### src/hw/ffp_consts.vh
// Constants for the fault and pwm/indicator register pair.
// Included by the design files; definitions only.
`ifndef FFP_CONSTS_VH
`define FFP_CONSTS_VH

`define FFP_ADDR_FAULT      8'h08
`define FFP_ADDR_PWM        8'h09
`define FFP_FAULT_RESET     8'h00
`define FFP_PWM_RESET       8'h00
`define FFP_FAULT_RSVD_MASK 8'h06

`define FFP_BIT_UVLO        0
`define FFP_BIT_TXMASK      3
`define FFP_BIT_TIMEOUT     4
`define FFP_BIT_OVERTEMP    5
`define FFP_BIT_SHORT       6
`define FFP_BIT_OVP         7

`define FFP_PWM_DUTY_LSB    0
`define FFP_PWM_DUTY_MSB    1
`define FFP_PWM_FREQ_BIT    2

`define FFP_MODE_SHUTDOWN   2'h0
`define FFP_MODE_INDICATOR  2'h1
`define FFP_MODE_ASSIST     2'h2
`define FFP_MODE_FLASH      2'h3

`define FFP_CURRENT_FIXED_MIN 8'h40

// 31.25 kHz PWM at 250 MHz: period in ns and cycles, 16 slots per period
`define FFP_CLK_PERIOD_NS   4
`define FFP_PWM_PERIOD_NS   32000
`define FFP_PWM_PERIOD_CYC  (`FFP_PWM_PERIOD_NS / `FFP_CLK_PERIOD_NS)
`define FFP_PWM_SLOT_CYC    (`FFP_PWM_PERIOD_CYC / 16)
`define FFP_PWM_SLOT_W      9

`endif

### src/hw/ffp_fault_pwm_regs.v
// Fault status and PWM/indicator control registers of the flash driver.
// Assumes a byte register port with one-cycle read and write strobes,
// detector event pulses synchronous to clk_sys.
`timescale 1ns/1ps
`default_nettype none
`include "ffp_consts.vh"

// Function
// - Undervoltage current reduction during flash sets fault bit 0, held.
// - Transmit-mask input during flash sets fault bit 3.
// - Flash ended by timeout sets fault bit 4.
// - Overtemperature report sets fault bit 5.
// - Shorted LED on either sink output sets fault bit 6.
// - Boost output overvoltage sets fault bit 7.
// - Flags reset to zero; reading returns them then clears them.
// - Fault bits 1 and 2 reserved, read as zero.
// - Indicator mode PWM at 31.25kHz, duty 1/16 to 4/16 by code.
// - Fixed-frequency enable zero allows pulse skipping in all modes.
// - Enable one, flash/assist, current at least 40h: no pulse skipping.
// - Indicator mode always uses pulse skipping.
// - Mode codes: 00 shutdown, 01 indicator, 10 assist, 11 flash.
module ffp_fault_pwm_regs (
	input  wire       clk_sys,
	input  wire       reset,
	input  wire [7:0] regAddr,
	input  wire [7:0] regWrData,
	input  wire       regWrite,
	input  wire       regRead,
	output reg  [7:0] regRdData,
	input  wire [1:0] modeSetting,
	input  wire [7:0] sinkCurrent,
	input  wire       flashActive,
	input  wire       uvloReduce,
	input  wire       txmaskInput,
	input  wire       flashTimeout,
	input  wire       overtempDetect,
	input  wire       shortDetect,
	input  wire       ovpDetect,
	output reg        sinkPwmOn,
	output reg        pulseSkipOn,
	output reg        fixedFreqOn
);
	// Sized copies of the shared constants
	localparam [7:0]   ADDR_FAULT  = `FFP_ADDR_FAULT;
	localparam [7:0]   ADDR_PWM    = `FFP_ADDR_PWM;
	localparam [7:0]   PWM_RESET   = `FFP_PWM_RESET;
	localparam [7:0]   RSVD_MASK   = `FFP_FAULT_RSVD_MASK;
	localparam [7:0]   FIXED_MIN   = `FFP_CURRENT_FIXED_MIN;
	localparam [1:0]   MODE_SHUT   = `FFP_MODE_SHUTDOWN;
	localparam [1:0]   MODE_IND    = `FFP_MODE_INDICATOR;
	localparam [1:0]   MODE_ASST   = `FFP_MODE_ASSIST;
	localparam [1:0]   MODE_FLSH   = `FFP_MODE_FLASH;
	localparam integer SLOT_CYC    = `FFP_PWM_SLOT_CYC;
	localparam [8:0]   SLOT_LAST   = SLOT_CYC[8:0] - 9'h001;

	// Flag positions in the fault register
	localparam integer BIT_UVLO    = `FFP_BIT_UVLO;
	localparam integer BIT_TXMASK  = `FFP_BIT_TXMASK;
	localparam integer BIT_TIMEOUT = `FFP_BIT_TIMEOUT;
	localparam integer BIT_OVERT   = `FFP_BIT_OVERTEMP;
	localparam integer BIT_SHORT   = `FFP_BIT_SHORT;
	localparam integer BIT_OVP     = `FFP_BIT_OVP;

	// Fault flags and their set events
	wire [7:0] faultFlags;
	wire [7:0] faultView;
	wire       uvloEvent;
	wire       txmaskEvent;
	wire       timeoutEvent;
	wire       overtempEvent;
	wire       shortEvent;
	wire       ovpEvent;

	// Register port decode
	wire       hitFault;
	wire       hitPwm;
	wire       readFault;
	wire       writePwm;
	reg  [7:0] next_regRdData;

	// Control register and indicator PWM timing
	reg  [2:0] pwmCtrl;
	reg  [2:0] next_pwmCtrl;
	wire [1:0] dutyCode;
	wire       freqSwitchOn;
	reg  [3:0] dutySlots;
	reg  [8:0] slotCount;
	reg  [8:0] next_slotCount;
	reg  [3:0] slotIndex;
	reg  [3:0] next_slotIndex;
	wire       slotEnd;

	// Converter policy and sink gate
	wire       currentHigh;
	wire       fixedFreqWanted;
	reg        next_sinkPwmOn;
	reg        next_pulseSkipOn;
	reg        next_fixedFreqOn;

	assign hitFault  = (regAddr == ADDR_FAULT);
	assign hitPwm    = (regAddr == ADDR_PWM);
	assign readFault = regRead && hitFault;
	assign writePwm  = regWrite && hitPwm;

	// Undervoltage and transmit-mask count only while a flash runs
	assign uvloEvent     = uvloReduce && flashActive;
	assign txmaskEvent   = txmaskInput && flashActive;
	assign timeoutEvent  = flashTimeout;
	assign overtempEvent = overtempDetect;
	assign shortEvent    = shortDetect;
	assign ovpEvent      = ovpDetect;

	// Reserved positions have no flag behind them
	assign faultFlags[1] = 1'b0;
	assign faultFlags[2] = 1'b0;

	// Each flag: set wins over the clearing read, so no event is lost
	// Undervoltage current reduction
	ffp_sticky_flag uvloFlag (
		.clk_sys   (clk_sys),
		.reset     (reset),
		.setEvent  (uvloEvent),
		.clearFlag (readFault),
		.flag      (faultFlags[BIT_UVLO])
	);

	// Transmit-mask input during a flash
	ffp_sticky_flag txmaskFlag (
		.clk_sys   (clk_sys),
		.reset     (reset),
		.setEvent  (txmaskEvent),
		.clearFlag (readFault),
		.flag      (faultFlags[BIT_TXMASK])
	);

	// Flash cut short by the timeout
	ffp_sticky_flag timeoutFlag (
		.clk_sys   (clk_sys),
		.reset     (reset),
		.setEvent  (timeoutEvent),
		.clearFlag (readFault),
		.flag      (faultFlags[BIT_TIMEOUT])
	);

	// Junction temperature limit crossed
	ffp_sticky_flag overtempFlag (
		.clk_sys   (clk_sys),
		.reset     (reset),
		.setEvent  (overtempEvent),
		.clearFlag (readFault),
		.flag      (faultFlags[BIT_OVERT])
	);

	// Shorted LED on a sink output
	ffp_sticky_flag shortFlag (
		.clk_sys   (clk_sys),
		.reset     (reset),
		.setEvent  (shortEvent),
		.clearFlag (readFault),
		.flag      (faultFlags[BIT_SHORT])
	);

	// Boost output overvoltage
	ffp_sticky_flag ovpFlag (
		.clk_sys   (clk_sys),
		.reset     (reset),
		.setEvent  (ovpEvent),
		.clearFlag (readFault),
		.flag      (faultFlags[BIT_OVP])
	);

	assign faultView = faultFlags & ~RSVD_MASK;

	// Only the duty code and fixed-frequency enable are stored
	always @* begin
		if (writePwm)
			next_pwmCtrl = regWrData[2:0];
		else
			next_pwmCtrl = pwmCtrl;
	end

	always @(posedge clk_sys) begin
		if (reset)
			pwmCtrl <= PWM_RESET[2:0];
		else
			pwmCtrl <= next_pwmCtrl;
	end

	// Read data: fault returns flags before the clear takes effect
	always @* begin
		next_regRdData = regRdData;
		if (regRead) begin
			case (regAddr)
				ADDR_FAULT:
					next_regRdData = faultView;
				ADDR_PWM:
					next_regRdData = {5'h00, pwmCtrl};
				default:
					next_regRdData = 8'h00;
			endcase
		end
	end

	// Indicator duty: code 0..3 gives 1..4 of 16 slots
	assign dutyCode     = pwmCtrl[`FFP_PWM_DUTY_MSB:`FFP_PWM_DUTY_LSB];
	assign freqSwitchOn = pwmCtrl[`FFP_PWM_FREQ_BIT];

	always @* begin
		case (dutyCode)
			2'h0: dutySlots = 4'h1;
			2'h1: dutySlots = 4'h2;
			2'h2: dutySlots = 4'h3;
			2'h3: dutySlots = 4'h4;
			default: dutySlots = 4'h1;
		endcase
	end

	// 16 equal slots make one 31.25 kHz period
	assign slotEnd = (slotCount == SLOT_LAST);

	always @* begin
		if (slotEnd) begin
			next_slotCount = 9'h000;
			next_slotIndex = slotIndex + 4'h1;
		end else begin
			next_slotCount = slotCount + 9'h001;
			next_slotIndex = slotIndex;
		end
	end

	always @(posedge clk_sys) begin
		if (reset) begin
			slotCount <= 9'h000;
			slotIndex <= 4'h0;
		end else begin
			slotCount <= next_slotCount;
			slotIndex <= next_slotIndex;
		end
	end

	// Fixed frequency needs the enable and a high sink current
	assign currentHigh     = (sinkCurrent >= FIXED_MIN);
	assign fixedFreqWanted = freqSwitchOn && currentHigh;

	always @* begin
		next_sinkPwmOn   = 1'b1;
		next_pulseSkipOn = 1'b1;
		next_fixedFreqOn = 1'b0;
		case (modeSetting)
			// Shutdown: nothing to regulate, skipping allowed
			MODE_SHUT: begin
				next_sinkPwmOn   = 1'b1;
				next_pulseSkipOn = 1'b1;
				next_fixedFreqOn = 1'b0;
			end

			// Indicator: gated sink, skipping whatever the enable says
			MODE_IND: begin
				next_sinkPwmOn   = (slotIndex < dutySlots);
				next_pulseSkipOn = 1'b1;
				next_fixedFreqOn = 1'b0;
			end

			// Assist light: fixed frequency only when asked for
			MODE_ASST: begin
				next_sinkPwmOn   = 1'b1;
				next_pulseSkipOn = !fixedFreqWanted;
				next_fixedFreqOn = fixedFreqWanted;
			end

			// Flash: same policy as assist light
			MODE_FLSH: begin
				next_sinkPwmOn   = 1'b1;
				next_pulseSkipOn = !fixedFreqWanted;
				next_fixedFreqOn = fixedFreqWanted;
			end

			default: begin
				next_sinkPwmOn   = 1'b1;
				next_pulseSkipOn = 1'b1;
				next_fixedFreqOn = 1'b0;
			end
		endcase
	end

	// Every output leaves from a flip-flop
	always @(posedge clk_sys) begin
		if (reset)
			regRdData <= 8'h00;
		else
			regRdData <= next_regRdData;
	end

	always @(posedge clk_sys) begin
		if (reset)
			sinkPwmOn <= 1'b0;
		else
			sinkPwmOn <= next_sinkPwmOn;
	end

	always @(posedge clk_sys) begin
		if (reset) begin
			pulseSkipOn <= 1'b1;
			fixedFreqOn <= 1'b0;
		end else begin
			pulseSkipOn <= next_pulseSkipOn;
			fixedFreqOn <= next_fixedFreqOn;
		end
	end
endmodule // ffp_fault_pwm_regs
`default_nettype wire

### src/hw/ffp_sticky_flag.v
// One sticky fault flag, set by an event, cleared by a read.
// Assumes event and clear are synchronous to clk_sys.
`timescale 1ns/1ps
`default_nettype none
module ffp_sticky_flag (
	input  wire clk_sys,
	input  wire reset,
	input  wire setEvent,
	input  wire clearFlag,
	output reg  flag
);
	always @(posedge clk_sys) begin
		if (reset)
			flag <= 1'b0;
		else if (setEvent)
			flag <= 1'b1;
		else if (clearFlag)
			flag <= 1'b0;
	end
endmodule // ffp_sticky_flag
`default_nettype wire

### config.mk
export PLATFORM = sky130hd
export DESIGN_NAME = ffp_fault_pwm_regs
export DESIGN_NICKNAME = d
export VERILOG_FILES = /design/src/hw/ffp_fault_pwm_regs.v /design/src/hw/ffp_sticky_flag.v
export VERILOG_INCLUDE_DIRS = /design/src /design/src/hw
export SDC_FILE = /design/constraint.sdc
export NUM_CORES = 1
export LEC_CHECK = 0
export ABC_AREA = 0
export ABC_CLOCK_PERIOD_IN_PS = 1700
export BUFFER_PORTS_ARGS = -buffer_cell sky130_fd_sc_hd__clkbuf_2
export CORE_MARGIN = 2
export CORE_UTILIZATION = 50
export DETAILED_ROUTE_END_ITERATION = 7
export PLACE_DENSITY = 0.88
export SETUP_SLACK_MARGIN = 0.5
export SLEW_MARGIN = 10
export SYNTH_ARGS = -nofsm -noshare
export SYNTH_HDL_FRONTEND = slang
export SYNTH_SLANG_ARGS = --single-unit
export TNS_END_PERCENT = 20
### constraint.sdc
create_clock -name clk_sys -period 1.7 [get_ports clk_sys]
set_input_delay 0.34 -clock clk_sys [delete_from_list [all_inputs] [get_ports clk_sys]]
set_output_delay 0.34 -clock clk_sys [all_outputs]
set_load 0.005 [all_outputs]
==> impl_results.md, run 1 <==
- Std cell rows: 20
- PD cells: 701 mW/mm^2
- Outcome: completed
- Worst path max stage delay: 0.38 ns
- Initial antenna violation count: 0
- Chip height: 59.8 um
- TritonCTS clock tree: done
- Synth top cells by count: dfxtp_1, a21oi_1, nor2_1
- Worst EP required: 1.99 ns
- Synth Register Bits: 33
- Final GP Congestion: 0.907
- Root Buffer: clkbuf_4
- Top cell type's share of synthesized area: 42.4%
- Hold Buf Count CTS: 0
- Sequential Power Share: 58.1%
- Setup CP Type: reg -> reg
- Top_reg_cell synth: dfxtp_1
- Tcrit/Tclk final: 83.1%
- Final hold violations: 0
- EDFF count, synth: 0
- Final setup TNS: 0 ns
- First-pass GRT wire length: 5.51 mm
- Remaining global-route overflow: 0
- TritonCTS Buffers: 5
- Max-slew headroom: 71.7%
- RSZ-0062 raised after global routing: true
- Worst-path maximum fanout: 2
- Clk Latency, worst-skew pair: 0.36 ns
- DP Wirelength: 2.21 mm
- Final #Nets: 253
- Clk slew on worst S/H paths: 0.11 ns
- Num ports: 48
- Leak Pwr: 0.777 nW
- H-tree depth: 2
- Mapped cell area: 0.00156 mm^2
- Asr flop ratio synth: 0%
- Startpoint Class: flop
- Vias in the first global route: 1251
- Register area: 674 um^2
- FF-to-FF setup slack: 0.29 ns
- Largest net degree at the start of global routing: 25
- Worst setup EP type: flop
- Filler instances: 243
- Fmax: 0.708 GHz
- Layout Cells excl Fill: 243
- Min Tclk post-route: 1.41 ns
- Area Growth Syn to Fin: 26.4%
- # setup viols final: 0
- DRT iter0 DRCs: 53
- Placed cell count: 227
- Post-route worst setup slack: 0.287 ns
- Peak supply drop: 0.604 mV
- Layout cell share with drive strength beyond 1: 42.4%
- Synth warn: 0
- Antenna cell count: 0
- Cell mode on critical path: ha_4
- Pre-CTS setup slack: 0.201 ns
- Clk sinks: 33
- Residual DRC: 0
- Vias/cell: 5.67
- Library cells used by synthesis: 38
- Routed vias: 1379
- Gate power share: 9.0%
- Port bufs: 36
- Cell count after synthesis: 164
- Post-Route WL: 3.43 mm
- Int Power: 1.00 mW
- Slew Viols, Final: 0
- Psw: 0.376 mW
- Syn Nets: 208
- CP top delay family: adder cells
- Clk network pwr share: 32.9%
- Die footprint: 0.00358 mm^2
- GRT Overall Usage: 21.1%
- Clock tree buffer depth: 2
- Sequential area share after synthesis: 42.4%
- Die width: 59.8 um
- Arrival @ worst endpoint: 1.70 ns
- Clk_skew: 0.0119 ns
- Top cell type by total area after synthesis: dfxtp_1
- Avg WL per Cell: 14.1 um
- Buf+Inv Stages, Crit Path: 2
- Remaining antenna violation count: 0
- Placeable Area: 0.00300 mm^2
- Synth area leaders: dfxtp_1, ha_1, a21oi_1, or3b_2, o31ai_1
- Crit-path cells: inv_4, ha_4, inv_2, ha_4, a21o_1, a311oi_2
- Maxcap violations: 0
- Initial Util: 51.9%
- Hold crit path type: in -> reg
- Syn Area/Cell: 9.50 um^2
- Worst path slowest cell: dfxtp_4
- Sw Share: 27.3%
- Worst-margin pin slew: 0.425 ns
- Pre-antenna DRT Iters: 5
- Area occupied by multi-input gates: 903 um^2
- Most common cell in the netlist: dfxtp_1
[worst register-to-register path, cell delays in order (launching register included)]
cell,delay (ns)
dfxtp_4,0.38
inv_4,0.04
ha_4,0.25
inv_2,0.04
ha_4,0.20
a21o_1,0.19
a311oi_2,0.24
[state kept, by name (all words and copies together), names as in the netlist]
| signal | count |
|---|---|
| slotCount | 9 |
| regRdData | 8 |
| slotIndex | 4 |
| pwmCtrl | 3 |
| fixedFreqOn | 1 |
| overtempFlag.flag | 1 |
| ovpFlag.flag | 1 |
| pulseSkipOn | 1 |
| shortFlag.flag | 1 |
| sinkPwmOn | 1 |
| timeoutFlag.flag | 1 |
| txmaskFlag.flag | 1 |
| uvloFlag.flag | 1 |
[final cells by class]
cell class | instances | share of cell area, %
Multi-Input combinational cell | 112 | 45.9
Sequential cell | 33 | 34.2
Timing Repair Buffer | 45 | 12.6
Inverter | 12 | 2.41
Tap cell | 33 | 2.10
Clock buffer | 5 | 1.91
Clock inverter | 3 | 0.889
[final timing paths]
path | startpoint | end | depth (start not counted)
worst max-delay path | pwmCtrl[0]$_SDFFE_PP0P_ | sinkPwmOn$_SDFF_PP0_ | 6
worst min-delay path | sinkCurrent[7] | pulseSkipOn$_SDFF_PP1_ | 2
worst max register to register | pwmCtrl[0]$_SDFFE_PP0P_ | sinkPwmOn$_SDFF_PP0_ | 6
worst min register to register | shortFlag.flag$_SDFFE_PP0P_ | regRdData[6]$_SDFFE_PP0P_ | 2
[power by group through the flow]
stage	logic (mW)	registers [mW]	clock network (mW)
after floorplan	0.0606	0.820	0
after global placement	0.106	0.822	0
after detailed placement	0.109	0.823	0
after CTS	0.121	0.802	0.455
after global routing	0.139	0.805	0.491
final	0.125	0.802	0.454
[per-stage QoR]
stage                     util, %  area [um^2]  hold WS, ns  power (mW)
after floorplan                 -         1580        0.432       0.881
after global placement       59.3         1780        0.445       0.928
after detailed placement     59.3         1780        0.458       0.932
after CTS                    63.5         1910        0.159        1.38
after global routing         65.6         1970        0.155        1.44
final                        65.6         1970        0.171        1.38
[layout by cell type, fill, tap and decap left out, types with 3 or more instances in the layout]
cell,n
nand4_1,4
a211oi_1,6
or3b_2,8
nor2_1,14
nand2_1,4
o41ai_1,5
a21oi_1,13
buf_4,9
clkbuf_4,5
clkbuf_2,36
ha_1,4
o31ai_1,8
ha_4,3
dfxtp_2,5
inv_1,9
dfxtp_1,26
nand3_1,4
or3_1,3
o21ai_0,6
[metal layers]
layer	GRT usage [%]	part of all wire, %	up-vias
li1	-	-	698
met1	24.3	44	630
met2	33.5	48	40
met3	7.58	4.8	11
met4	12.4	2.9	0
met5	0	0	-
[what timing repair did]
action,CTS,global route
setup buffers,5,3
setup endpoints to repair,13,18
gates resized for setup,8,9
pin swaps,1,3
[cell families after synthesis]
kind of cell	count (synthesis)	share of synthesized area, %
buf+inv	19	4.90
xor+xnor	3	1.69
compound gates	47	19.6
fa+ha+maj	7	5.62
flops	33	42.4
mux	1	0.643
simple gates	54	25.1
No activity file was read; power rests on OpenSTA's default activity.
==> run 2: changes to the inputs <==
--- a/config.mk
+++ b/config.mk
@@ -7,7 +7,7 @@
 export NUM_CORES = 1
 export LEC_CHECK = 0
 export ABC_AREA = 0
-export ABC_CLOCK_PERIOD_IN_PS = 1700
+export ABC_CLOCK_PERIOD_IN_PS = 1400
 export BUFFER_PORTS_ARGS = -buffer_cell sky130_fd_sc_hd__clkbuf_2
 export CORE_MARGIN = 2
 export CORE_UTILIZATION = 50
==> constraint.sdc (replaced) <==
create_clock -name clk_sys -period 1.4 [get_ports clk_sys]
set_input_delay 0.28 -clock clk_sys [delete_from_list [all_inputs] [get_ports clk_sys]]
set_output_delay 0.28 -clock clk_sys [all_outputs]
set_load 0.005 [all_outputs]
==> run 2 against run 1 <==
First-iteration DRC count down 19%. Largest cell class unchanged. Global-route usage up 3.1 points. Clock power grew 13%. Power grew 21%. Die area unchanged. Worst hold slack lost 0.032 ns. Clock skew decreased by 0.0080 ns. Cell count increased by 3.7%. Register-to-register slack got worse by 0.23 ns.
==> impl_results.md, run 2 (synthesis gave the netlist of run 1 again) <==
- Outcome: completed
- Commonest non-fill, non-tap cell in the layout: clkbuf_2
- Dpl cell area: 0.00185 mm^2 (+3.9%)
- Leak Pwr: 0.879 nW (+13%)
- Worst setup EP type: flop
- Worst hold stages: 2 (unchanged)
- RSZ-0062 raised after global routing: true
- Total power: 1.68 mW (+21%)
- Largest net degree at the start of global routing: 23 (-8.0%)
- Final GP Congestion: 0.775 (-15%)
- CP Depth: 6 (unchanged)
- Num ports: 48 (unchanged)
- Vias in the first global route: 1458 (+17%)
- Post-Route WL: 4.08 mm (+19%)
- Hold crit path type: in -> reg
- Clk_skew: 0.00388 ns (-0.00805 ns)
- Final hold violations: 0 (unchanged)
- # setup viols final: 0 (unchanged)
- Avg WL per Cell: 16.2 um (+15%)
- Arrival @ worst endpoint: 1.59 ns (-0.11 ns)
- CP top delay family: adder cells
- Clock tree buffer depth: 2 (unchanged)
- Register area: 691 um^2 (+2.4%)
- Crit-path cells: inv_2, ha_4, inv_2, ha_4, a21o_1, a311oi_1
- TritonCTS Buffers: 5 (unchanged)
- Setup CP Type: reg -> reg
- First-pass GRT wire length: 6.47 mm (+18%)
- Max-slew headroom: 65.9% (-5.8 points)
- Hold Buf Count CTS: 0 (unchanged)
- Clk Latency, worst-skew pair: 0.33 ns (-0.03 ns)
- Initial Util: 51.9% (unchanged)
- Busiest grt layer: met2
- Biggest registers after layout: slotCount x9, regRdData x8, slotIndex x4
- GRT Overall Usage: 24.3% (+3.1 points)
- FF-to-FF path depth: 6 (unchanged)
- Slew Viols, Final: 0 (unchanged)
- Chip height: 59.8 um (unchanged)
- Root Buffer: clkbuf_4
- Finished layout cell area: 0.00223 mm^2 (+13%)
- Pre-CTS setup slack: -0.0627 ns (-0.263 ns)
- Peak supply drop: 0.644 mV (+6.7%)
- Vias/cell: 5.96 (+5.1%)
- Startpoint Class: flop
- Top reg by flops: slotCount
- Clk sinks: 33 (unchanged)
- Max reg flops: 9 (unchanged)
- Commonest non-fill, non-tap cells in the layout: clkbuf_2, dfxtp_2, buf_4
- DRT iter0 DRCs: 43 (-19%)
- Clk slew on worst S/H paths: 0.10 ns (about the same)
- Remaining global-route overflow: 0 (unchanged)
- Worst path slowest cell: dfxtp_2
- Fmax: 0.747 GHz (+5.6%)
- Placeable Area: 0.00300 mm^2 (unchanged)
- PD cells: 752 mW/mm^2 (+7.3%)
- Layout cell share with drive strength beyond 1: 61.6% (+19 points)
- Residual DRC: 0 (unchanged)
- Area Growth Syn to Fin: 43.1%
- DP Wirelength: 2.39 mm (+8.4%)
- Layout Cells excl Fill: 252 (+3.7%)
- Worst EP required: 1.65 ns (-0.34 ns)
- Post-route worst setup slack: 0.0619 ns (-0.225 ns)
- Initial antenna violation count: 0 (unchanged)
- TritonCTS clock tree: done
- Die width: 59.8 um (unchanged)
- Worst-margin pin slew: 0.512 ns (+0.0870 ns)
- Filler instances: 210 (-14%)
- Min Tclk post-route: 1.34 ns (-0.0750 ns)
- Buf+Inv Stages, Crit Path: 2 (unchanged)
- Worst path max stage delay: 0.35 ns (-0.03 ns)
- Antenna cell count: 0 (unchanged)
- Remaining antenna violation count: 0 (unchanged)
- Tcrit/Tclk final: 95.6% (+12 points)
- Die footprint: 0.00358 mm^2 (unchanged)
- Final #Nets: 262 (+3.6%)
- GR Layer Usage met1: 24.1% (-0.16 points)
- Area occupied by multi-input gates: 0.00107 mm^2 (+18%)
- Routed vias: 1503 (+9.0%)
- Port bufs: 36 (unchanged)
- Met2 Usage GRT: 46.7% (+13 points)
- Maxcap violations: 0 (unchanged)
- H-tree depth: 2 (unchanged)
- Met3 global-route usage: 4.98% (-2.6 points)
- Worst-path maximum fanout: 2 (unchanged)
- Std cell rows: 20 (unchanged)
- Placed cell count: 234 (+3.1%)
- Pre-antenna DRT Iters: 4 (-1)
-- run 2: cell types whose count changed in the layout (fill, tap and decap cells not counted), moves of 5 or more --
cell      before  now
dfxtp_1       26   13
dfxtp_2        5   18
o31ai_1        8    1
o31ai_2        0    7
a211oi_1       6    0
a211oi_2       0    6
buf_4          9   15
o41ai_1        5    0
o41ai_2        0    5
-- run 2: area by class of cell --
type / instances / area share, %
repair buffers: 53 / 14.9
inverters: 12 / 2.02
clock buffers: 6 / 1.85
well taps: 33 / 1.85
multi-input cells: 113 / 47.9
flip-flops and latches: 33 / 31.0
clock inverters: 2 / 0.449
-- run 2: metrics by stage --
stage / TNS, ns / hold slack, ns / util [%]
3_3_place_gp: -0.0120 / 0.444 / 61.6
3_5_place_dp: -0.110 / 0.449 / 61.6
6_report: 0 / 0.138 / 74.2
2_1_floorplan: 0 / 0.380 / -
5_1_grt: 0 / 0.130 / 74.2
4_1_cts: 0 / 0.136 / 72.1
-- run 2: routing by layer --
metal,vias to the layer above,routed length (um)
li1,725,-
met1,739,1570
met2,31,2290
met3,8,129
met4,0,93
met5,-,0
-- run 2: timing repair --
| item | in CTS | in global routing |
|---|---|---|
| gates cloned | 1 | 0 |
| setup buffers | 4 | 5 |
| pin swaps | 37 | 4 |
| endpoints found under the setup margin | 42 | 43 |
| gates resized for setup | 56 | 7 |
-- run 2: final timing paths --
| path | endpoint | startpoint | slack, ns |
|---|---|---|---|
| worst max register to register | sinkPwmOn$_SDFF_PP0_ | pwmCtrl[0]$_SDFFE_PP0P_ | 0.06 |
| worst max-delay path | sinkPwmOn$_SDFF_PP0_ | pwmCtrl[0]$_SDFFE_PP0P_ | 0.06 |
| worst min register to register | regRdData[4]$_SDFFE_PP0P_ | timeoutFlag.flag$_SDFFE_PP0P_ | 0.47 |
| worst min-delay path | pulseSkipOn$_SDFF_PP1_ | sinkCurrent[7] | 0.14 |
-- run 2: power by group --
group / switching, mW / leakage [nW] / internal [mW] / total (mW)
Clock: 0.320 / 0.0320 / 0.191 / 0.511
Sequential: 0.0170 / 0.279 / 0.959 / 0.976
Combinational: 0.102 / 0.568 / 0.0881 / 0.190
Total: 0.439 / 0.879 / 1.24 / 1.68
